## src/rtl/fp_cond_pkg.sv

```systemverilog
// Constants, opcode classes and register layout for operand and result conditioning
package fp_cond_pkg;
  // Single precision word layout
  localparam int WORD_W = 32;
  localparam int EXP_W = 8;
  localparam int FRAC_W = 23;
  localparam int SIGN_BIT = 31;
  localparam int QUIET_BIT = 22;
  // Candidate operand slots for NaN selection: a, b, c, intermediate
  localparam int NCAND = 4;
  localparam logic [1:0] CAND_A = 2'h0;
  localparam logic [1:0] CAND_B = 2'h1;
  localparam logic [1:0] CAND_C = 2'h2;
  localparam logic [1:0] CAND_I = 2'h3;
  // Register map, byte addresses
  localparam logic [3:0] CTRL_ADDR = 4'h0;
  localparam logic [3:0] STATUS_ADDR = 4'h4;
  // Control register fields
  localparam int ZEROING_POS = 0;
  localparam int FLUSH_POS = 1;
  localparam int UDF_MASK_POS = 2;
  localparam int RND_LO = 8;
  localparam int RND_HI = 9;
  // Status register fields
  localparam int SUB_FLAG_POS = 0;
  localparam int SUB_STICKY_POS = 8;
  // Rounding select encodings
  localparam logic [2:0] RND_FLOOR = 3'h7;
  localparam logic [2:0] RND_CEIL = 3'h6;
  localparam logic [2:0] RND_TRUNC = 3'h5;
  localparam logic [2:0] RND_NEAREST = 3'h4;
  localparam logic [2:0] RND_NONE = 3'h0;
  localparam logic USER_RND_TOP = 1'b1;
  // Instruction classes seen by the read stage
  typedef enum logic [3:0] {
    arith2_op,
    fused_multiply_accumulate_op,
    clamp_limit_op,
    min_max_op,
    abs_negate_op,
    compare_op,
    classify_op,
    status_logic_op,
    move_op,
    cpu_transfer_op,
    float_to_int_op,
    int_to_float_op
  } op_e;
endpackage

```

## src/rtl/fp_operand_result_cond.sv

```systemverilog
// Read-stage operand conditioning and write-back result conditioning
`timescale 1ns/1ps
`default_nettype none
module fp_operand_result_cond
  import fp_cond_pkg::*;
(
  // Clock and reset
  input wire logic clock,
  input wire logic rst_n,
  // Wishbone slave
  input wire logic [3:0] wb_adr_i,
  input wire logic [WORD_W-1:0] wb_dat_i,
  input wire logic [3:0] wb_sel_i,
  input wire logic wb_we_i,
  input wire logic wb_cyc_i,
  input wire logic wb_stb_i,
  output logic [WORD_W-1:0] wb_dat_o,
  output logic wb_ack_o,
  // Read stage: instruction dispatched to execute
  input wire logic rd_dispatch,
  input wire op_e rd_op,
  input wire logic [2:0] rd_opcode_rnd,
  input wire logic [WORD_W-1:0] rd_src_a,
  input wire logic [WORD_W-1:0] rd_src_b,
  input wire logic [WORD_W-1:0] rd_src_c,
  input wire logic [WORD_W-1:0] rd_intermediate,
  // Tracker entry and conditioned operands for execute
  output logic entry_valid,
  output logic [WORD_W-1:0] entry_opnd_a,
  output logic [WORD_W-1:0] entry_opnd_b,
  output logic [WORD_W-1:0] entry_opnd_c,
  output logic entry_nan_prop,
  output logic [WORD_W-1:0] entry_nan_value,
  output logic entry_flush_ok,
  output logic entry_sub_seen,
  output logic [2:0] entry_rnd,
  // Write-back stage: tracker entry and execute result return
  input wire logic wb_valid,
  input wire logic [WORD_W-1:0] wb_exec_result,
  input wire logic wb_nan_prop,
  input wire logic [WORD_W-1:0] wb_nan_value,
  input wire logic wb_flush_ok,
  input wire logic wb_sub_seen,
  // Destination write, also the forwarding copy
  output logic dest_write,
  output logic [WORD_W-1:0] dest_data,
  // Exception status
  output logic subnormal_flag,
  output logic subnormal_sticky_flag
);
  ////////////////////////////////////////////////////////////////////////////
  typedef struct packed {
    logic ack;
    logic [WORD_W-1:0] rdata;
    logic subnormal_zeroing_bit;
    logic result_flush_bit;
    logic underflow_mask_bit;
    logic [1:0] rounding_field;
    logic sub_flag;
    logic sub_sticky;
    logic e_valid;
    logic [WORD_W-1:0] e_a;
    logic [WORD_W-1:0] e_b;
    logic [WORD_W-1:0] e_c;
    logic e_nan_prop;
    logic [WORD_W-1:0] e_nan_value;
    logic e_flush_ok;
    logic e_sub_seen;
    logic [2:0] e_rnd;
    logic d_write;
    logic [WORD_W-1:0] d_data;
  } state_s;

  state_s state;
  state_s next_state;
  logic rst_meta_n;
  logic rst_sync_n;
  logic [WORD_W-1:0] cand [NCAND];
  logic [NCAND-1:0] c_nan;
  logic [NCAND-1:0] c_snan;
  logic [NCAND-1:0] c_sub;
  logic [NCAND-1:0] c_qnan_unused;
  logic [WORD_W-1:0] c_quiet [NCAND];
  logic [WORD_W-1:0] c_zero [NCAND];
  logic res_nan_unused;
  logic res_snan_unused;
  logic res_sub;
  logic res_qnan_unused;
  logic [WORD_W-1:0] res_quiet_unused;
  logic [WORD_W-1:0] res_zero;

  ////////////////////////////////////////////////////////////////////////////
  // Reset release through two flops; assertion stays asynchronous
  always_ff @(posedge clock or negedge rst_n)
  begin
    if (!rst_n)
    begin
      rst_meta_n <= 1'b0;
      rst_sync_n <= 1'b0;
    end
    else
    begin
      rst_meta_n <= 1'b1;
      rst_sync_n <= rst_meta_n;
    end
  end

  ////////////////////////////////////////////////////////////////////////////
  // One classifier per source plus the intermediate, and one on the result
  assign cand[CAND_A] = rd_src_a;
  assign cand[CAND_B] = rd_src_b;
  assign cand[CAND_C] = rd_src_c;
  assign cand[CAND_I] = rd_intermediate;

  generate
    for (genvar i = 0; i < NCAND; i++)
    begin : g_cls
      fp_value_classify u_cls (
        .value(cand[i]),
        .is_nan(c_nan[i]),
        .is_snan(c_snan[i]),
        .is_sub(c_sub[i]),
        .quiet_nan_value(c_qnan_unused[i]),
        .quieted(c_quiet[i]),
        .signed_zero(c_zero[i])
      );
    end
  endgenerate

  fp_value_classify u_res_cls (
    .value(wb_exec_result),
    .is_nan(res_nan_unused),
    .is_snan(res_snan_unused),
    .is_sub(res_sub),
    .quiet_nan_value(res_qnan_unused),
    .quieted(res_quiet_unused),
    .signed_zero(res_zero)
  );

  ////////////////////////////////////////////////////////////////////////////
  // Next-state logic for bus, read stage and write-back stage
  always_comb
  begin
    logic [NCAND-1:0] consider;
    logic found_s;
    logic found_q;
    logic [WORD_W-1:0] pick_s;
    logic [WORD_W-1:0] pick_q;
    logic zero_ok;
    logic sub_raise;
    logic [WORD_W-1:0] opnd [3];
    logic req;
    logic sub_evt;
    logic flush_active;
    consider = '0;
    found_s = 1'b0;
    found_q = 1'b0;
    pick_s = '0;
    pick_q = '0;
    zero_ok = 1'b0;
    sub_raise = 1'b0;
    opnd[0] = rd_src_a;
    opnd[1] = rd_src_b;
    opnd[2] = rd_src_c;
    req = wb_cyc_i & wb_stb_i;
    sub_evt = 1'b0;
    flush_active = 1'b0;
    next_state = state;

    // Bus: answer one cycle after the request, drop ack the cycle after
    next_state.ack = req & ~state.ack;
    next_state.rdata = '0;
    if (req && !state.ack && !wb_we_i && wb_adr_i == CTRL_ADDR)
    begin
      next_state.rdata[ZEROING_POS] = state.subnormal_zeroing_bit;
      next_state.rdata[FLUSH_POS] = state.result_flush_bit;
      next_state.rdata[UDF_MASK_POS] = state.underflow_mask_bit;
      next_state.rdata[RND_HI:RND_LO] = state.rounding_field;
    end
    if (req && !state.ack && !wb_we_i && wb_adr_i == STATUS_ADDR)
    begin
      next_state.rdata[SUB_FLAG_POS] = state.sub_flag;
      next_state.rdata[SUB_STICKY_POS] = state.sub_sticky;
    end
    if (req && !state.ack && wb_we_i && wb_adr_i == CTRL_ADDR)
    begin
      if (wb_sel_i[0])
      begin
        next_state.subnormal_zeroing_bit = wb_dat_i[ZEROING_POS];
        next_state.result_flush_bit = wb_dat_i[FLUSH_POS];
        next_state.underflow_mask_bit = wb_dat_i[UDF_MASK_POS];
      end
      if (wb_sel_i[1])
        next_state.rounding_field = wb_dat_i[RND_HI:RND_LO];
    end
    if (req && !state.ack && wb_we_i && wb_adr_i == STATUS_ADDR)
    begin
      if (wb_sel_i[0])
        next_state.sub_flag = wb_dat_i[SUB_FLAG_POS];
      if (wb_sel_i[1])
        next_state.sub_sticky = wb_dat_i[SUB_STICKY_POS];
    end

    // Which operands may supply a propagated NaN
    unique case (rd_op)
      arith2_op, min_max_op:
        consider = 4'h3;
      fused_multiply_accumulate_op:
        consider = '1;
      clamp_limit_op:
        consider = c_nan[CAND_A] ? 4'h1 : 4'h6;
      default:
        consider = '0;
    endcase

    // Lowest index wins within each class; signaling beats quiet
    for (int i = NCAND - 1; i >= 0; i--)
    begin
      if (consider[i] && c_snan[i])
      begin
        found_s = 1'b1;
        pick_s = c_quiet[i];
      end
      if (consider[i] && c_nan[i])
      begin
        found_q = 1'b1;
        pick_q = c_quiet[i];
      end
    end

    // Zeroing applies to every op except status logic, move and CPU transfer, and never classify
    unique case (rd_op)
      status_logic_op, move_op, cpu_transfer_op, classify_op:
        zero_ok = 1'b0;
      default:
        zero_ok = 1'b1;
    endcase

    // Subnormal sources replaced by signed zero; float-to-int always
    for (int i = 0; i < 3; i++)
    begin
      if (zero_ok && c_sub[i])
      begin
        if (state.subnormal_zeroing_bit || rd_op == float_to_int_op)
          opnd[i] = c_zero[i];
        if (!state.subnormal_zeroing_bit)
          sub_raise = 1'b1;
      end
    end

    // Tracker entry capture at dispatch
    next_state.e_valid = rd_dispatch;
    if (rd_dispatch)
    begin
      next_state.e_a = opnd[0];
      next_state.e_b = opnd[1];
      next_state.e_c = opnd[2];
      next_state.e_nan_prop = found_q;
      next_state.e_nan_value = found_s ? pick_s : pick_q;
      next_state.e_sub_seen = sub_raise;
      unique case (rd_op)
        status_logic_op, move_op, cpu_transfer_op, classify_op, float_to_int_op,
        int_to_float_op:
          next_state.e_flush_ok = 1'b0;
        default:
          next_state.e_flush_ok = 1'b1;
      endcase
      unique case (rd_op)
        float_to_int_op, int_to_float_op:
          next_state.e_rnd = rd_opcode_rnd[2] ? rd_opcode_rnd
                           : {USER_RND_TOP, state.rounding_field};
        arith2_op, fused_multiply_accumulate_op:
          next_state.e_rnd = {USER_RND_TOP, state.rounding_field};
        default:
          next_state.e_rnd = RND_NONE;
      endcase
    end

    // Write-back: flush mode read here only, in the write-back cycle
    flush_active = state.result_flush_bit & state.underflow_mask_bit;
    next_state.d_write = wb_valid;
    if (wb_valid)
    begin
      if (wb_nan_prop)
        next_state.d_data = wb_nan_value;
      else if (flush_active && wb_flush_ok && res_sub)
        next_state.d_data = res_zero;
      else
        next_state.d_data = wb_exec_result;
      sub_evt = wb_sub_seen;
      next_state.sub_flag = sub_evt;
    end

    // Hardware set wins over a software clear in the same cycle
    if (sub_evt)
      next_state.sub_sticky = 1'b1;
  end

  ////////////////////////////////////////////////////////////////////////////
  // State register
  always_ff @(posedge clock or negedge rst_sync_n)
  begin
    if (!rst_sync_n)
      state <= '0;
    else
      state <= next_state;
  end

  ////////////////////////////////////////////////////////////////////////////
  // Outputs straight from the state flops
  assign wb_dat_o = state.rdata;
  assign wb_ack_o = state.ack;
  assign entry_valid = state.e_valid;
  assign entry_opnd_a = state.e_a;
  assign entry_opnd_b = state.e_b;
  assign entry_opnd_c = state.e_c;
  assign entry_nan_prop = state.e_nan_prop;
  assign entry_nan_value = state.e_nan_value;
  assign entry_flush_ok = state.e_flush_ok;
  assign entry_sub_seen = state.e_sub_seen;
  assign entry_rnd = state.e_rnd;
  assign dest_write = state.d_write;
  assign dest_data = state.d_data;
  assign subnormal_flag = state.sub_flag;
  assign subnormal_sticky_flag = state.sub_sticky;
endmodule
`default_nettype wire

```

## src/rtl/fp_value_classify.sv

```systemverilog
// Classifies one single precision value: NaN kinds, subnormal, zero
`timescale 1ns/1ps
`default_nettype none
module fp_value_classify
  import fp_cond_pkg::*;
(
  // Value under test
  input wire logic [WORD_W-1:0] value,
  // Classification
  output logic is_nan,
  output logic is_snan,
  output logic is_sub,
  output logic quiet_nan_value,
  output logic [WORD_W-1:0] quieted,
  output logic [WORD_W-1:0] signed_zero
);
  logic exp_ones;
  logic exp_zero;
  logic frac_zero;

  // Field tests on exponent and fraction
  assign exp_ones = &value[WORD_W-2 -: EXP_W];
  assign exp_zero = ~|value[WORD_W-2 -: EXP_W];
  assign frac_zero = ~|value[FRAC_W-1:0];
  assign is_nan = exp_ones & ~frac_zero;
  assign is_snan = is_nan & ~value[QUIET_BIT];
  assign quiet_nan_value = is_nan & value[QUIET_BIT];
  assign is_sub = exp_zero & ~frac_zero;

  // Quieting only sets the quiet bit so the tracer payload survives
  always_comb
  begin
    quieted = value;
    quieted[QUIET_BIT] = 1'b1;
    signed_zero = '0;
    signed_zero[SIGN_BIT] = value[SIGN_BIT];
  end
endmodule
`default_nettype wire
```

## config.mk

```make
export PLATFORM = sky130hd
export DESIGN_NAME = fp_operand_result_cond
export DESIGN_NICKNAME = d
export VERILOG_FILES = /design/src/rtl/fp_cond_pkg.sv /design/src/rtl/fp_operand_result_cond.sv /design/src/rtl/fp_value_classify.sv
export SDC_FILE = /design/constraint.sdc
export NUM_CORES = 1
export LEC_CHECK = 0
export CAP_MARGIN = 20
export CORE_AREA = 3 3 175 177
export CTS_BUF_LIST = sky130_fd_sc_hd__clkbuf_8
export DETAILED_ROUTE_END_ITERATION = 7
export DIE_AREA = 0 0 178 180
export DONT_BUFFER_PORTS = 1
export PLACE_DENSITY = 0.48
export SLEW_MARGIN = 40
export SYNTH_ARGS = -nofsm -noshare
export SYNTH_HDL_FRONTEND = slang
export SYNTH_SLANG_ARGS = --single-unit
```

## constraint.sdc

```tcl
create_clock -name clock -period 7.65 [get_ports clock]
set_input_delay 0.765 -clock clock [delete_from_list [all_inputs] [get_ports clock]]
set_output_delay 0.765 -clock clock [all_outputs]
set_load 0.02 [all_outputs]
```

Word-level counts from Yosys, hierarchy flattened
Index checks and enable logic that the tools add are counted.
{"block": "totals", "reg_bits": 183, "inputBits": 249, "output_inout_bits": 203, "word_cells": 153}
{"block": "op_classes", "eq_ne": 10, "muxes": 47, "bitwise_logic": 20, "reduce_logical": 55}
{"op": "2-to-1 mux 32 bit", "count": 10}
{"op": "2-to-1 mux 31 bit", "count": 7}
{"op": "OR reduction 23 bit", "count": 5}
{"op": "AND reduction 8 bit", "count": 4}
{"op": "OR reduction 8 bit", "count": 4}
{"op": "2-to-1 mux 1 bit", "count": 23}
{"op": "logical AND 1 bit", "count": 20}
{"op": "== test 4 bit, second input constant", "count": 4}
{"op": "bitwise AND 1 bit", "count": 15}
{"op": "== test 4 x 3 -> 1 bit, second input constant", "count": 3}
{"op": "one-hot mux 4 bit (3 select lines)", "count": 1}
{"op": "== test 4 x 2 -> 1 bit, second input constant", "count": 2}
{"op": "logical NOT 4 bit", "count": 2}
{"op": "AND reduction 2 bit", "count": 4}
{"op": "nonzero test 2 bit", "count": 4}
{"op": "logical NOT 1 bit", "count": 6}
{"op": "2-to-1 mux 2 bit", "count": 3}
{"op": "2-to-1 mux 3 bit", "count": 2}
{"op": "one-hot mux 3 bit (2 select lines)", "count": 1}
{"op": "OR reduction 2 bit", "count": 3}
{"op": "OR reduction 6 bit", "count": 1}
{"op": "NOT 1 bit", "count": 5}
{"op": "== test 4 x 1 -> 1 bit, second input constant", "count": 1}
{"op": "OR reduction 4 bit", "count": 1}
{"op": "logical OR 1 bit", "count": 1}

Depth between registers and ports, before layout
{"block": "logic_depth", "ltp_word": 10, "ltp_mapped": 9}

By module
A second synthesis with hierarchy kept.
{"block": "hier_totals", "hier_cells": 1806, "hier_area_um2": 15477.3}
{"mod": "fp_operand_result_cond", "instances": 1, "cells_per_inst": 1381, "area_each_um2": 12449.4}
{"mod": "fp_value_classify", "instances": 5, "cells_per_inst": 85, "area_each_um2": 605.6}

Worst setup path after synthesis
OpenSTA, ideal clock, no wires.
{"block": "synth_timing", "kind": "in2reg", "startpoint": "input port rd_op[1]", "endpoint": "register state, in the netlist entry_nan_value[21]", "arrival_ns": 2.650, "required_ns": 7.546, "path_slack_ns": 4.896, "cell_stages": 9, "n_path_buf": 3, "path_cell_list": "buf_2 or4b_1 or3_4 a21oi_2 and2_1 buf_4 clkbuf_4 a221oi_1 o41ai_2"}
{"block": "synth_between", "elab_chain_len": 9, "word_cells_on_any_way": 27, "cone_classes": "eq/ne (3); mux (14); reduce/logical (10)"}
{"element": "start, declared", "line": "fp_operand_result_cond.sv:21", "text": "input wire op_e rd_op,"}
{"element": "== test 4 x 2 -> 1 bit / logical NOT 4 bit (equally long branches)", "line": "fp_operand_result_cond.sv:205", "text": "unique case (rd_op)"}
{"element": "OR reduction 2 bit", "line": "fp_operand_result_cond.sv:205"}
{"element": "one-hot mux 4 bit (3 select lines) *", "line": "fp_operand_result_cond.sv:205"}
{"element": "logical AND 1 bit, on equally long branches", "line": "fp_operand_result_cond.sv:224, fp_operand_result_cond.sv:219"}
{"element": "2-to-1 mux 32 bit, or another cell as far along (4 in series)", "line": "fp_operand_result_cond.sv:224", "text": "if (consider[i] && c_nan[i])"}
{"element": "2-to-1 mux 32 bit *", "line": "fp_operand_result_cond.sv:259", "text": "next_state.e_nan_value = found_s ? pick_s : pick_q;"}
{"element": "end signal, assigned", "line": "fp_operand_result_cond.sv:306", "text": "state <= next_state;"}
{"element": "end, declared", "line": "fp_operand_result_cond.sv:74", "text": "state_s state;"}
Every way passes the cells marked *; elsewhere a longest branch is shown, timed or not.
A chain may end at the register's enable or synchronous reset.

Worst setup path after layout
{"block": "layout_timing", "startpoint": "input port rd_src_a[4]", "endpoint": "register state, in the netlist entry_nan_value[0]"}
{"block": "layout_between", "elab_chain_len": 9, "word_cells_on_any_way": 21, "cone_classes": "mux (12); bitwise (2); reduce/logical (7)"}
{"element": "start, declared", "line": "fp_operand_result_cond.sv:23", "text": "input wire logic [WORD_W-1:0] rd_src_a,"}
{"element": "OR reduction 23 bit *", "line": "fp_value_classify.sv:24", "text": "assign frac_zero = ~|value[FRAC_W-1:0];"}
{"element": "bitwise AND 1 bit *", "line": "fp_value_classify.sv:25", "text": "assign is_nan = exp_ones & ~frac_zero;"}
{"element": "2-to-1 mux 3 bit", "line": "fp_operand_result_cond.sv:211", "text": "consider = c_nan[CAND_A] ? 4'h1 : 4'h6;"}
{"element": "one-hot mux 4 bit (3 select lines)", "line": "fp_operand_result_cond.sv:205"}
{"element": "logical AND 1 bit, on equally long branches", "line": "fp_operand_result_cond.sv:224, fp_operand_result_cond.sv:219"}
{"element": "2-to-1 mux 32 bit, or another cell as far along (3 in series)", "line": "fp_operand_result_cond.sv:224"}
{"element": "2-to-1 mux 32 bit *", "line": "fp_operand_result_cond.sv:259"}
Marks and branches as above.

==> key figures <==
Cells and area
  – Nets@finish: between 1k and 1.5k
  – Antenna cells: 0
  – Multi-input gate area: about 4600 sq um
  – Final core occ: 35.1%
  – Flip-flop and latch area: approximately 4600 sq um
  – Area grow syn2layout: -6.00%
  – Layout cells sized above 1: a little over an eighth
  – Post-Layout Cell Count: 1311
  – Fillers: between 2k and 3k

Logic synthesis
  – Post-synth cell types: just under 60
  – Share of the synthesized area in the top cell type: 41.7%
  – Synth Register Bits: 183
  – Area contributors post-synth: dfrtp_1, buf_4, a22o_1
  – Post-synth EDFFs: 0
  – Post-synth top cells: buf_4, dfrtp_1, a21oi_1
  – Count leader, synth: buf_4
  – Yosys top cell by area: dfrtp_1
  – YS warnings: 0
  – Mean post-synth cell area: approximately 9.8 sq um
  – Async S/R FF share, synth: 100%
  – Share of the yosys chip area belonging to registers: about two fifths
  – Post-Syn Area: between 10000 and 15000 sq um
  – Cell count after synthesis: 1120
  – Prevailing post-synth register cell: dfrtp_1

Floorplanning
  – Die Width: between 150 and 200 um
  – # rows: 63
  – IO Count: 452
  – Core Footprint: between 20000 and 30000 sq um
  – Die Footprint: between 30000 and 40000 sq um
  – Starting Density: 37.3%
  – Die Ht: between 150 and 200 um

Route
  – DR vias: around 7.9k
  – Iteration count of the initial detailed-routing pass: 6
  – Residual DRC: 0
  – 1st-iter DRT viols: ~420
  – Wire per inst: between 20 and 30 um
  – Vias per inst: 6.00
  – Post-DRT Antenna Nets: 0
  – Routed wire length: 36700 um

Critical path
  – Worst path slowest cell: o2111ai_4
  – Launch point of the worst reg-to-reg path: wb_ack_o
  – Critical Path AT: between 3 and 4 ns
  – Crit-path max FO: 24
  – Critical Path Max Stage Delay: approximately 0.80 ns
  – Reg2reg setup slack: approximately 5.5 ns
  – Crit path required time: about 8 ns
  – Worst Reg2Reg Path Length in Cells: 5
  – Worst r2r dst: state[173]
  – CP Buf/Inv Count: 1
  – Critical path class: in2reg
  – CP Cell Sequence: nor4_1, nand2_1, o2111ai_4, o21ai_1, or3_1, buf_4, o41ai_1
  – Top Family by Delay on Critical Path: compound AO/OA/AOI/OAI gates
  – Worst Setup End Kind: flip-flop
  – Startpoint types: input port

STA
  – Final Hold Viols: 0
  – Slew at the pin closest to its max-slew limit: around 0.85 ns
  – RSZ-0062 raised after global routing: no
  – Fmax: 319 MHz
  – Minimum clock period: between 3 and 4 ns
  – Clock skew: around 0.019 ns
  – Final period util: around two fifths
  – Slew headroom: a little over two fifths
  – Setup TNS: 0 ns
  – Final-report max-slew violation count: 0
  – Final setup vio count: 0
  – Fin Hold WS: roughly 0.27 ns

Global route
  – Total track usage: ~22%
  – Initial antenna violation count: 1
  – Vias in the first global route: about 8k
  – Largest net degree at the start of global routing: 114
  – Global-route wire length before repair: around 53000 um
  – Total grt overflow: 0

Clocking
  – Inserted Clock Buffers: 17
  – Worst-Skew Late Latency: about 0.47 ns
  – Root Buffer: clkbuf_8
  – CTS tree: done
  – CTS sink count: around 180
  – Worst-path clk slew: 0.11 ns
  – H-tree depth: 4
  – # resized after CTS: 0
  – Max Root-Sink Buffers: 2

Flow run
  – Max_cap viols: 0

Pwr
  – Peak VDD IR: between 0.08 and 0.09 mV
  – Power, Total: between 2 and 2.5 mW
  – Power Density: between 150 and 200 nW/um^2
  – Leakage: between 4 and 5 nW

Placement
  – Number of I/O port buffers: 0
  – Final Wtd Congestion: 0.824
  – Post-DP HPWL: ~27000 um
  – Placed Cells: 1279

Worst hold path
  – Hold WC Path Type: reg2async

Outcome
  – Result of the run: complete, no violations
## power by group
| part | leakage (nW) | internal (mW) | total (mW) | switching, mW |
|---|---|---|---|---|
| combinational | 1.76 | 0.0872 | 0.193 | 0.106 |
| sequential | 2.21 | 1.05 | 1.22 | 0.175 |
| clock | 0.179 | 0.259 | 0.646 | 0.387 |
## worst max path at each step
| stage | from | to | slack, ns | cells after the start |
|---|---|---|---|---|
| CTS | rd_src_a[4] | entry_nan_value[0] | 4.55 | 7 |
| finish | rd_src_a[4] | entry_nan_value[0] | 4.51 | 7 |
| floorplan | rst_sync_n | dest_data[0] | 2.17 | 0 |
| global placement | rd_op[3] | entry_nan_value[9] | 3.69 | 7 |
| detailed placement | rd_src_a[4] | entry_nan_value[26] | 4.04 | 7 |
| global route | rd_src_a[2] | entry_nan_value[0] | 4.34 | 7 |
## cells by family after synthesis
logic type	count (synthesis)	share of synthesized area (%)
AOI/OAI and AO/OA	312	21.8
buffers and inverters	298	17.3
and+or+nand+nor	256	12.5
DFF	183	41.7
muxes	69	6.66
other	2	0.0684
## per-stage QoR
stage / worst slack, ns / instance area (sq um)
finish: 4.51 / 10300
global route: 4.34 / 10300
CTS: 4.55 / 10300
detailed placement: 4.04 / 9940
global placement: 3.69 / 9890
floorplan: 2.17 / 11100
## layer usage
layer | track usage, % | wire [um] | part of all wire (%)
met3 | 9.95 | 4630 | 13
met1 | 26.7 | 14000 | 38
met5 | 0 | 0 | 0
met4 | 5.66 | 684 | 1.9
met2 | 35.8 | 17400 | 47
## cell usage in the layout (no fill, tap or decap), drive strengths merged, types with 17 or more instances in the layout
master and n:
a21oi 105, a221oi 23, a22o 69, a22oi 23, clkbuf 17, conb 28, dfrtp 183, inv 34
mux2 32, mux2i 37, nand2 32, nor2 94, nor3 33, nor4 32, o2111ai 25, o21ai 27
o41ai 23, or3 25
## layout make-up
| cell class | count | share of cell area [%] |
|---|---|---|
| Sequential cell | 183 | 44.4 |
| Tap cell | 390 | 4.73 |
| Multi-Input combinational cell | 665 | 45.0 |
| Clock buffer | 17 | 2.27 |
| Inverter | 29 | 1.07 |
| Timing Repair Buffer | 13 | 1.21 |
| Clock inverter | 14 | 1.24 |
## worst register-to-register path, cell delays in order (launching register included)
cell	delay, ns
dfrtp_1	0.47
or2_2	0.34
or4_1	0.48
nor2_1	0.13
and3_1	0.25
mux2_2	0.35
## registers in the layout (all words and copies together), names as in the netlist, 3 cells and up
name / flops
entry_opnd_c: 32
entry_opnd_a: 32
entry_opnd_b: 32
state: 5
wb_dat_o: 5
entry_nan_value: 32
dest_data: 32
entry_rnd: 3
## repair_timing
| item | in CTS | in global routing |
|---|---|---|
| hold endpoints to repair | 2 | 0 |
| hold buffers | 1 | 0 |
| setup buffers | 0 | 0 |
No activity file was read; power rests on OpenSTA's default activity.
